## config.mk

```make
export PLATFORM = sky130hd
export DESIGN_NAME = dacirq_top
export DESIGN_NICKNAME = d
export VERILOG_FILES = /design/src/hw/dacirq_flag_cell.v /design/src/hw/dacirq_top.v
export VERILOG_INCLUDE_DIRS = /design/src /design/src/pkg
export SDC_FILE = /design/constraint.sdc
export NUM_CORES = 1
export LEC_CHECK = 0
export BUFFER_PORTS_ARGS = -buffer_cell sky130_fd_sc_hd__buf_4
export CORE_UTILIZATION = 49
export CTS_BUF_LIST = sky130_fd_sc_hd__clkbuf_4 sky130_fd_sc_hd__clkbuf_8
export CTS_CLUSTER_DIAMETER = 40
export CTS_CLUSTER_SIZE = 28
export DETAILED_ROUTE_END_ITERATION = 8
export PLACE_DENSITY = 0.84
export SYNTH_ARGS = -nofsm -noshare
export SYNTH_HDL_FRONTEND = slang
export SYNTH_SLANG_ARGS = --single-unit
```

## constraint.sdc

```tcl
create_clock -name clk_sys_i -period 2 [get_ports clk_sys_i]
set_clock_uncertainty 0.2 [all_clocks]
set_input_delay 0.4 -clock clk_sys_i [delete_from_list [all_inputs] [get_ports clk_sys_i]]
set_output_delay 0.4 -clock clk_sys_i [all_outputs]
set_load 0.05 [all_outputs]
```

## src/pkg/dacirq_map.vh

```
`ifndef DACIRQ_MAP_VH
`define DACIRQ_MAP_VH

// ----------------------------------------
// Register offsets
// ----------------------------------------
`define DACIRQ_ADDR_W 8
`define DACIRQ_OFS_ENABLE_A 8'h03
`define DACIRQ_OFS_ENABLE_B 8'h04
`define DACIRQ_OFS_FLAGS_A 8'h05
`define DACIRQ_OFS_FLAGS_B 8'h06
`define DACIRQ_OFS_ROUTE_A 8'h07
`define DACIRQ_OFS_ROUTE_B 8'h08

// ----------------------------------------
// Widths and reset values
// ----------------------------------------
`define DACIRQ_DATA_W 8
`define DACIRQ_A_W 7
`define DACIRQ_B_W 3
`define DACIRQ_RST_A 7'h00
`define DACIRQ_RST_B 3'h0
`define DACIRQ_RDATA_IDLE 8'h00

// ----------------------------------------
// Bit positions, group a
// ----------------------------------------
`define DACIRQ_BIT_ALIGN_LOSS 6
`define DACIRQ_BIT_ALIGN_LOCKED 5
`define DACIRQ_BIT_ALIGN_COMPLETE 4
`define DACIRQ_BIT_MULT_UNLOCK 3
`define DACIRQ_BIT_MULT_LOCK 2
`define DACIRQ_BIT_POWER_LIMIT 1
`define DACIRQ_BIT_OUT_SILENCED 0

// ----------------------------------------
// Bit positions, group b
// ----------------------------------------
`define DACIRQ_BIT_BUF_UNDERRUN 2
`define DACIRQ_BIT_BUF_OVERRUN 1
`define DACIRQ_BIT_BUF_MARGIN 0

// ----------------------------------------
// Input buffer geometry and margins
// ----------------------------------------
`define DACIRQ_BUF_DEPTH 8
`define DACIRQ_BUF_PTR_W 4
`define DACIRQ_MARGIN_LOW 4'h1
`define DACIRQ_MARGIN_HIGH 4'h6
`define DACIRQ_OCC_EMPTY 4'h0
`define DACIRQ_OCC_FULL 4'h8

`endif

```

## src/hw/dacirq_flag_cell.v

```verilog
`timescale 1ns/1ps

module dacirq_flag_cell #(
  parameter W = 7
) (
  input wire clk_sys_i,
  input wire rst_n_i,
  input wire [W-1:0] set_i,
  input wire [W-1:0] clr_i,
  output wire [W-1:0] flags_o
);

  // ----------------------------------------
  // Sticky flag bits
  // ----------------------------------------
  // One register per bit so no vector has several driving blocks
  genvar gi;
  generate
    for (gi = 0; gi < W; gi = gi + 1) begin : g_bit
      reg flag_q;
      reg flag_d;

      // Set beats clear so a coincident event is never lost
      always @* begin
        if (set_i[gi]) begin
          flag_d = 1'b1;
        end else if (clr_i[gi]) begin
          flag_d = 1'b0;
        end else begin
          flag_d = flag_q;
        end
      end

      always @(posedge clk_sys_i) begin
        if (!rst_n_i) begin
          flag_q <= 1'b0; // see RULE_16
        end else begin
          flag_q <= flag_d; // see RULE_16
        end
      end

      assign flags_o[gi] = flag_q;
    end
  endgenerate

endmodule // dacirq_flag_cell

```

## src/hw/dacirq_top.v

```verilog
// Contract
// RULE_01: Flag a bit 6 sets when multi-chip alignment is lost.
// RULE_02: Flag a bit 5 sets when multi-chip alignment becomes locked.
// RULE_03: Flag a bit 4 sets when an alignment procedure completes.
// RULE_04: Flag a bit 3 sets when the clock multiplier loses lock.
// RULE_05: Flag a bit 2 sets when the clock multiplier achieves lock.
// RULE_06: Flag a bit 1 sets when input power exceeds its threshold.
// RULE_07: Flag a bit 0 sets whenever the output is muted at midscale.
// RULE_08: Flag b bit 2 sets when the buffer read pointer catches the write pointer.
// RULE_09: Flag b bit 1 sets when the buffer write pointer catches the read pointer.
// RULE_10: Flag b bit 0 sets when buffer occupancy is at most 1 or at least 6.
// RULE_11: Route a bits steer each group a event to the first pin on 0, the second on 1.
// RULE_12: Route b bits 2 to 0 steer each buffer event to the first pin on 0, the second on 1.
// RULE_13: Enable a at 0x03 holds one read-write enable per group a event, reset 0.
// RULE_14: Enable b at 0x04 holds one read-write enable per buffer event, reset 0.
// RULE_15: A pin is asserted while any set flag that is enabled and routed to it exists.
// RULE_16: Flags clear on reset and stay set until cleared by the clearing write.
`timescale 1ns/1ps
`include "dacirq_map.vh"

module dacirq_top #(
  parameter BUF_PTR_W = `DACIRQ_BUF_PTR_W
) (
  input wire clk_sys_i,
  input wire rst_n_i,
  // Register port
  input wire [`DACIRQ_ADDR_W-1:0] reg_addr_i,
  input wire reg_wr_i,
  input wire [`DACIRQ_DATA_W-1:0] reg_wdata_i,
  input wire reg_rd_i,
  output wire [`DACIRQ_DATA_W-1:0] reg_rdata_o,
  // Event sources, same clock
  input wire align_lost_i,
  input wire align_locked_i,
  input wire align_complete_i,
  input wire mult_unlocked_i,
  input wire mult_locked_i,
  input wire power_over_i,
  input wire output_muted_i,
  // Input buffer pointers, extra wrap bit
  input wire buf_wr_i,
  input wire buf_rd_i,
  input wire [BUF_PTR_W-1:0] buf_wr_ptr_i,
  input wire [BUF_PTR_W-1:0] buf_rd_ptr_i,
  // Interrupt pins, active low
  output wire first_interrupt_pin_n_o,
  output wire second_interrupt_pin_n_o,
  // Flag state for the rest of the chip
  output wire [`DACIRQ_A_W-1:0] event_flags_a_o,
  output wire [`DACIRQ_B_W-1:0] event_flags_b_o
);

  // ----------------------------------------
  // Control registers
  // ----------------------------------------
  reg [`DACIRQ_A_W-1:0] event_enable_a_q;
  reg [`DACIRQ_B_W-1:0] event_enable_b_q;
  reg [`DACIRQ_A_W-1:0] event_route_a_q;
  reg [`DACIRQ_B_W-1:0] event_route_b_q;
  reg [`DACIRQ_DATA_W-1:0] rdata_q;
  reg [`DACIRQ_DATA_W-1:0] rdata_d;
  reg first_pin_q;
  reg second_pin_q;

  wire wr_enable_a;
  wire wr_enable_b;
  wire wr_flags_a;
  wire wr_flags_b;
  wire wr_route_a;
  wire wr_route_b;

  assign wr_enable_a = reg_wr_i && (reg_addr_i == `DACIRQ_OFS_ENABLE_A);
  assign wr_enable_b = reg_wr_i && (reg_addr_i == `DACIRQ_OFS_ENABLE_B);
  assign wr_flags_a = reg_wr_i && (reg_addr_i == `DACIRQ_OFS_FLAGS_A);
  assign wr_flags_b = reg_wr_i && (reg_addr_i == `DACIRQ_OFS_FLAGS_B);
  assign wr_route_a = reg_wr_i && (reg_addr_i == `DACIRQ_OFS_ROUTE_A);
  assign wr_route_b = reg_wr_i && (reg_addr_i == `DACIRQ_OFS_ROUTE_B);

  always @(posedge clk_sys_i) begin
    if (!rst_n_i) begin
      event_enable_a_q <= `DACIRQ_RST_A; // see RULE_13
    end else if (wr_enable_a) begin
      event_enable_a_q <= reg_wdata_i[`DACIRQ_A_W-1:0]; // see RULE_13
    end
  end

  always @(posedge clk_sys_i) begin
    if (!rst_n_i) begin
      event_enable_b_q <= `DACIRQ_RST_B; // see RULE_14
    end else if (wr_enable_b) begin
      event_enable_b_q <= reg_wdata_i[`DACIRQ_B_W-1:0]; // see RULE_14
    end
  end

  always @(posedge clk_sys_i) begin
    if (!rst_n_i) begin
      event_route_a_q <= `DACIRQ_RST_A;
    end else if (wr_route_a) begin
      event_route_a_q <= reg_wdata_i[`DACIRQ_A_W-1:0]; // see RULE_11
    end
  end

  always @(posedge clk_sys_i) begin
    if (!rst_n_i) begin
      event_route_b_q <= `DACIRQ_RST_B;
    end else if (wr_route_b) begin
      event_route_b_q <= reg_wdata_i[`DACIRQ_B_W-1:0]; // see RULE_12
    end
  end

  // ----------------------------------------
  // Group a event sources
  // ----------------------------------------
  // Level sources: a flag keeps setting while the condition holds
  reg [`DACIRQ_A_W-1:0] set_a;

  always @* begin
    set_a = `DACIRQ_RST_A;
    set_a[`DACIRQ_BIT_ALIGN_LOSS] = align_lost_i; // see RULE_01
    set_a[`DACIRQ_BIT_ALIGN_LOCKED] = align_locked_i; // see RULE_02
    set_a[`DACIRQ_BIT_ALIGN_COMPLETE] = align_complete_i; // see RULE_03
    set_a[`DACIRQ_BIT_MULT_UNLOCK] = mult_unlocked_i; // see RULE_04
    set_a[`DACIRQ_BIT_MULT_LOCK] = mult_locked_i; // see RULE_05
    set_a[`DACIRQ_BIT_POWER_LIMIT] = power_over_i; // see RULE_06
    set_a[`DACIRQ_BIT_OUT_SILENCED] = output_muted_i; // see RULE_07
  end

  // ----------------------------------------
  // Input buffer watch
  // ----------------------------------------
  // Wrap bit tells full from empty when the low bits match
  wire [BUF_PTR_W-1:0] buf_occ;
  wire buf_empty;
  wire buf_full;
  wire buf_underrun;
  wire buf_overrun;
  wire buf_margin;
  reg [`DACIRQ_B_W-1:0] set_b;

  assign buf_occ = buf_wr_ptr_i - buf_rd_ptr_i;
  assign buf_empty = (buf_occ == `DACIRQ_OCC_EMPTY);
  assign buf_full = (buf_occ == `DACIRQ_OCC_FULL);
  assign buf_underrun = buf_rd_i && !buf_wr_i && buf_empty; // see RULE_08
  assign buf_overrun = buf_wr_i && !buf_rd_i && buf_full; // see RULE_09
  assign buf_margin = (buf_occ <= `DACIRQ_MARGIN_LOW) || (buf_occ >= `DACIRQ_MARGIN_HIGH); // see RULE_10

  always @* begin
    set_b = `DACIRQ_RST_B;
    set_b[`DACIRQ_BIT_BUF_UNDERRUN] = buf_underrun; // see RULE_08
    set_b[`DACIRQ_BIT_BUF_OVERRUN] = buf_overrun; // see RULE_09
    set_b[`DACIRQ_BIT_BUF_MARGIN] = buf_margin; // see RULE_10
  end

  // ----------------------------------------
  // Flag registers
  // ----------------------------------------
  // Writing a one to a flag bit clears it; set still wins
  wire [`DACIRQ_A_W-1:0] clr_a;
  wire [`DACIRQ_B_W-1:0] clr_b;
  wire [`DACIRQ_A_W-1:0] flags_a;
  wire [`DACIRQ_B_W-1:0] flags_b;

  assign clr_a = wr_flags_a ? reg_wdata_i[`DACIRQ_A_W-1:0] : `DACIRQ_RST_A; // see RULE_16
  assign clr_b = wr_flags_b ? reg_wdata_i[`DACIRQ_B_W-1:0] : `DACIRQ_RST_B; // see RULE_16

  dacirq_flag_cell #(
    .W(`DACIRQ_A_W)
  ) u_flags_a (
    .clk_sys_i(clk_sys_i),
    .rst_n_i(rst_n_i),
    .set_i(set_a),
    .clr_i(clr_a),
    .flags_o(flags_a)
  );

  dacirq_flag_cell #(
    .W(`DACIRQ_B_W)
  ) u_flags_b (
    .clk_sys_i(clk_sys_i),
    .rst_n_i(rst_n_i),
    .set_i(set_b),
    .clr_i(clr_b),
    .flags_o(flags_b)
  );

  assign event_flags_a_o = flags_a;
  assign event_flags_b_o = flags_b;

  // ----------------------------------------
  // Pin routing
  // ----------------------------------------
  // Enables gate only the pins; flags update regardless
  wire [`DACIRQ_A_W-1:0] live_a;
  wire [`DACIRQ_B_W-1:0] live_b;
  wire first_pin_d;
  wire second_pin_d;

  assign live_a = flags_a & event_enable_a_q; // see RULE_15
  assign live_b = flags_b & event_enable_b_q; // see RULE_15
  assign first_pin_d = |(live_a & ~event_route_a_q) || |(live_b & ~event_route_b_q); // see RULE_11
  assign second_pin_d = |(live_a & event_route_a_q) || |(live_b & event_route_b_q); // see RULE_12

  // Registered so the pins never glitch while routing changes
  always @(posedge clk_sys_i) begin
    if (!rst_n_i) begin
      first_pin_q <= 1'b0;
      second_pin_q <= 1'b0;
    end else begin
      first_pin_q <= first_pin_d; // see RULE_15
      second_pin_q <= second_pin_d; // see RULE_15
    end
  end

  assign first_interrupt_pin_n_o = ~first_pin_q;
  assign second_interrupt_pin_n_o = ~second_pin_q;

  // ----------------------------------------
  // Read back
  // ----------------------------------------
  // Unmapped offsets and reserved bits read as zero
  always @* begin
    rdata_d = `DACIRQ_RDATA_IDLE;
    case (reg_addr_i)
      `DACIRQ_OFS_ENABLE_A: begin
        rdata_d[`DACIRQ_A_W-1:0] = event_enable_a_q;
      end
      `DACIRQ_OFS_ENABLE_B: begin
        rdata_d[`DACIRQ_B_W-1:0] = event_enable_b_q;
      end
      `DACIRQ_OFS_FLAGS_A: begin
        rdata_d[`DACIRQ_A_W-1:0] = flags_a;
      end
      `DACIRQ_OFS_FLAGS_B: begin
        rdata_d[`DACIRQ_B_W-1:0] = flags_b;
      end
      `DACIRQ_OFS_ROUTE_A: begin
        rdata_d[`DACIRQ_A_W-1:0] = event_route_a_q;
      end
      `DACIRQ_OFS_ROUTE_B: begin
        rdata_d[`DACIRQ_B_W-1:0] = event_route_b_q;
      end
      default: begin
        rdata_d = `DACIRQ_RDATA_IDLE;
      end
    endcase
  end

  // Data holds until the next read strobe
  always @(posedge clk_sys_i) begin
    if (!rst_n_i) begin
      rdata_q <= `DACIRQ_RDATA_IDLE;
    end else if (reg_rd_i) begin
      rdata_q <= rdata_d;
    end
  end

  assign reg_rdata_o = rdata_q;

endmodule // dacirq_top

```

# After elaboration in Yosys (flattened, before gate mapping)
# Cells that the tools add are included.
# word_totals
regBits,39
input_bits,37
output_inout_bits,20
word_cells,91
# classes
addsub,1
magnitude_cmp,2
eq_ne,7
mux,24
bitwise,10
n_reduce_logical,30
# op_table
cell,count
$eq A8 B3 Y1 const B,4
$and A7 B7 Y7,3
$mux W1,20
$reduce_bool A2 Y1,10
$pmux W3 S6,1
$reduce_or A7 Y1,2
$pmux W4 S3,1
$logic_and A1 B1 Y1,10
$and A3 B3 Y3,3
$eq A8 B2 Y1 const B,1
$eq A8 B4 Y1 const B,1
$mux W7,1
$not A7 Y7,1
$reduce_or A3 Y1,2
$eq A4 B4 Y1 const B,1
$ge A4 B3 Y1 const B,1
$le A4 B1 Y1 const B,1
$logic_not A4 Y1,1
$sub A4 B4 Y4,1
$logic_or A1 B1 Y1,3
$mux W3,1
$not A3 Y3,1
$logic_not A1 Y1,2
$not A1 Y1,2

# Depth between registers and ports, before layout
# logic_depth
word_depth,5
ltp_mapped,7
depth_no_buf,7

# By module
# Synthesis repeated with hierarchy kept, for this count alone.
# hier_totals
cells_unflattened,259
hier_area_um2,2227.1
# modules_own_cells
mod,n_inst,cells_each,area_per_inst_um2,seq_area_each_um2
dacirq_top,1,219,1791.7,580.6
dacirq_flag_cell (u_flags_a),1,28,289.0,140.1
dacirq_flag_cell (u_flags_b),1,12,146.4,60.1

# Worst setup path after synthesis
# OpenSTA, ideal clock, no wires.
# synth_timing
kind,input to register
startpoint,input port buf_wr_ptr_i[0]
endpoint,register u_flags_b.g_bit[1].flag_q
setup_ns,0.070
t_arrival_ns,1.894
required_time_ns,1.730
slack_ns,-0.165
path_stages,7
n_path_buf,0
path_cell_list,inv_1 > ha_1 > fa_1 > xor2_1 > nand4_1 > or3b_2 > o21bai_1
# synth_between
elab_chain_len,4
word_cells_on_any_way,5
classes_between,add/sub (1); eq/ne (1); mux (1); reduce/logical (2)
# synth_lines
element,line,rtl
start: declaration,dacirq_top.v:43,"input wire [BUF_PTR_W-1:0] buf_wr_ptr_i,"
$sub A4 B4 Y4 *,dacirq_top.v:140,assign buf_occ = buf_wr_ptr_i - buf_rd_ptr_i;
$eq A4 B4 Y1 (no line) *,-,
$logic_and A1 B1 Y1 *,dacirq_top.v:144,assign buf_overrun = buf_wr_i && !buf_rd_i && buf_full;
$mux W1 / $reduce_bool A2 Y1 (equally long branches),-,
end signal: assignment,dacirq_flag_cell.v:38,flag_q <= flag_d;
end: declaration,dacirq_flag_cell.v:20,reg flag_q;
# Every way passes the cells marked *; elsewhere a longest branch is shown, timed or not.
# A chain may end at the register's enable or synchronous reset.

# Worst setup path in the final report
# Ends and elaborated chain as after synthesis.

==> results.py <==
metrics = {
    "critical_path": {
        "cp.required_ps": 2040,
        "crit_type": "primary input to register",
        "r2r_slack_ps": 460,
        "r2r_start": "u_flags_b.g_bit[1].flag_q",
        "reg2reg_to": "reg_rdata_o[1]",
        "path_max_fanout": 2,
        "reg2regPathDepth": 4,
        "cp-end-kind": "register",
        "cp-start-kind": "primary input",
        "cp_data_arrival_time_ps": 1920,
        "path_cells": "buf_4 > inv_1 > ha_2 > fa_2 > nand4_1 > or3b_2 > o21bai_1",
        "cp_slowest_cell": "fa_2",
        "crit_family": "adder cells",
        "worstPathBufferInverterCount": 2,
        "cpPeakStageDelay_ps": 530,
    },
    "global_route": {
        "grtUsageTotal": 0.251,
        "antenna_found_initial": 0,
        "overflow": 0,
        "grt_pass1_wl_um": 8460,
        "grt_max_degree": 29,
        "grt_pass1_vias": 1764,
    },
    "clock_network": {
        "numCtsBuffers": 5,
        "tritoncts": "done",
        "cts_hold_buffers": 0,
        "root_buffer": "clkbuf_8",
        "clkLatencyLatePin_ps": 300,
        "clk_path_buf_depth": 2,
        "path_clk_slew_ps": 70,
        "cts_sinks": 39,
        "htree_num_levels": 2,
    },
    "power": {
        "power_mw": 1.65,
        "netSwitchingFraction": 0.282,
        "pwr-share-seq": 0.493,
        "p_comb_frac": 0.180,
        "internal_power_mw": 1.18,
        "p_leak_nw": 1.12,
        "peakVddDrop_mv": 0.472,
        "clockPowerShare": 0.327,
        "power_switching_mw": 0.466,
        "pwr_density_cell_nw_per_um2": 610,
    },
    "placement": {
        "place_hpwl_um": 3890,
        "io_buffers": 54,
        "placed_cells": 333,
        "place_congestion": 0.917,
    },
    "drt": {
        "drc": 0,
        "dr.pass1.iters": 6,
        "drt_iter0_drc": 175,
        "postRouteAntennaNets": 0,
        "drt_wl_total_um": 5270,
        "vias_per_cell": 5.73,
        "vias": 1959,
        "drt-wirelength-per-cell_um": 15.4,
    },
    "sta": {
        "rsz0062_at_grt": "false",
        "finalHoldViolations": 0,
        "setup-tns-final_ps": 0,
        "slew_viol_final": 0,
        "fmax_mhz": 531,
        "finalCritPeriodShare": 0.942,
        "fin_crit_ps": 1880,
        "setup_viol_count_final": 0,
    },
    "synthesis": {
        "yosys_most_used_dff": "dfxtp_1",
        "ys_ff_latch": 39,
        "synthCells": 234,
        "yosysTopAreaCellShare": 0.368,
        "avgSynthCellArea_sq_um": 9.06,
        "seq_area_frac_synth": 0.368,
        "syn_area_sq_um": 2120,
        "synth_warnings": 0,
        "synth_edf_count": 0,
        "synth_nets": 275,
        "synth_cell_types": 48,
        "synthArstFlopShare": 0,
        "ys_top_cells_by_area": "dfxtp_1 37%, mux2i_1 9.9%, nor2_1 4.6%",
        "post-synth-top-area-cell": "dfxtp_1",
    },
    "die": {
        "die_area_sq_um": 4590,
        "core_area_sq_um": 4090,
        "die_x_um": 67.8,
        "floorplan.initialDensity": 0.519,
        "ios": 57,
        "rows": 23,
        "die_h_um": 67.8,
    },
    "run_status": {
        "status": "completed",
    },
    "min_path": {
        "holdPathEnd": "u_flags_a.g_bit[6].flag_q",
        "min_from": "align_lost_i",
        "min_path_cells": 2,
        "min_path_type": "primary input to register",
    },
    "finish": {
        "multi_input_area_sq_um": 1200,
        "final_cell_mix": "66 x buf_4, 39 x dfxtp_1, 26 x nor2_1",
        "register_area_sq_um": 781,
        "nets": 332,
        "final_cells": 342,
        "layout-area-overhead-vs-synth_pct": 27.5,
        "nFillCells": 326,
        "drive_above_1_share": 0.312,
        "final_common_cell": "buf_4",
        "n_antenna_cell": 0,
    },
    "run": {
        "max_cap_viol_count": 0,
    },
}
power groups by stage:
stage | registers (mW) | clock network, mW | logic (mW)
2_1_floorplan | 0.824 | 0 | 0.183
3_3_place_gp | 0.829 | 0 | 0.283
3_5_place_dp | 0.830 | 0 | 0.287
4_1_cts | 0.812 | 0.540 | 0.288
5_1_grt | 0.814 | 0.573 | 0.320
6_report | 0.813 | 0.540 | 0.297
cell usage after synthesis, drive strengths merged, types with 2 or more instances:
library cell / number
a21boi: 7
o22ai: 5
dfxtp: 39
a21oi: 5
inv: 9
o21ai: 3
a31oi: 4
nand2: 15
nor3b: 3
and3: 3
nand2b: 2
buf: 15
clkbuf: 3
nor2b: 7
nand3: 8
a221oi: 2
ha: 3
nor3: 3
o21a: 9
nand4: 2
xnor2: 2
nand3b: 2
nor4: 3
mux2: 6
a2bb2oi: 4
xor2: 2
mux2i: 21
nor2: 26
a22oi: 6
worst max path at each step:
| stage | from | end | slack, ps | cells after the start |
|---|---|---|---|---|
| final | buf_wr_ptr_i[0] | u_flags_b.g_bit[1].flag_q | 120 | 7 |
| after floorplan | reg_addr_i[7] | event_route_a_q[0] | -110 | 5 |
| after global placement | buf_wr_ptr_i[0] | u_flags_b.g_bit[1].flag_q | -200 | 8 |
| after global routing | buf_wr_ptr_i[0] | u_flags_b.g_bit[1].flag_q | 20 | 7 |
| after CTS | buf_wr_ptr_i[0] | u_flags_b.g_bit[1].flag_q | 70 | 8 |
| after detailed placement | buf_wr_ptr_i[0] | u_flags_b.g_bit[1].flag_q | -240 | 8 |
sequential cells by signal, summed over array words and instances, names as in the netlist:
register / cells
second_pin_q: 1
event_route_a_q: 7
event_enable_b_q: 3
u_flags_b.g_bit.flag_q: 3
u_flags_a.g_bit.flag_q: 7
event_enable_a_q: 7
reg_rdata_o: 7
first_pin_q: 1
event_route_b_q: 3
routing by layer:
| layer | routed length, um | vias to the layer above | track usage |
|---|---|---|---|
| met3 | 329 | 12 | 0.0490 |
| met4 | 131 | 0 | 0.104 |
| met2 | 2580 | 73 | 0.415 |
| li1 | - | 942 | - |
| met5 | 0 | - | 0 |
| met1 | 2230 | 932 | 0.316 |
final cells by class:
type | count | area share
flip-flops and latches | 39 | 0.289
clock buffers | 6 | 0.0282
inverters | 9 | 0.0125
repair buffers | 68 | 0.198
clock inverters | 2 | 0.00463
multi-input cells | 168 | 0.444
well taps | 50 | 0.0231
metrics by stage:
stage          cell area (sq um)  setup WS [ps]  hold WS (ps)  utilization
2_1_floorplan               2130           -113           298            -
3_3_place_gp                2600           -202           262        0.635
3_5_place_dp                2600           -236           274        0.635
4_1_cts                     2690           71.5           103        0.657
5_1_grt                     2700           21.5          96.3        0.661
6_report                    2700            116           101        0.661
worst reg2reg max path, delay by kind of cell (launching register included):
family | cells | cell delay, ps
DFF | 1 | 420
and+or+nand+nor | 1 | 420
AOI/OAI and AO/OA | 3 | 440
cell families (layout without fill, tap and decap cells):
family | count (synthesis) | count (layout) | synth area share
AOI/OAI and AO/OA | 52 | 52 | 0.177
xor gates and xnor gates | 4 | 4 | 0.0165
adders and majority gates | 4 | 4 | 0.0272
buffers and inverters | 27 | 85 | 0.0726
DFF | 39 | 39 | 0.368
muxes | 27 | 27 | 0.131
other | 1 | 1 | 0.00177
and+or+nand+nor | 80 | 80 | 0.205
what timing repair did:
item / CTS / global route
resized for setup: 0 / 2
setup buffers: 0 / 1
endpoints found under the setup margin: 0 / 1
No activity file was read; power rests on OpenSTA's default activity.
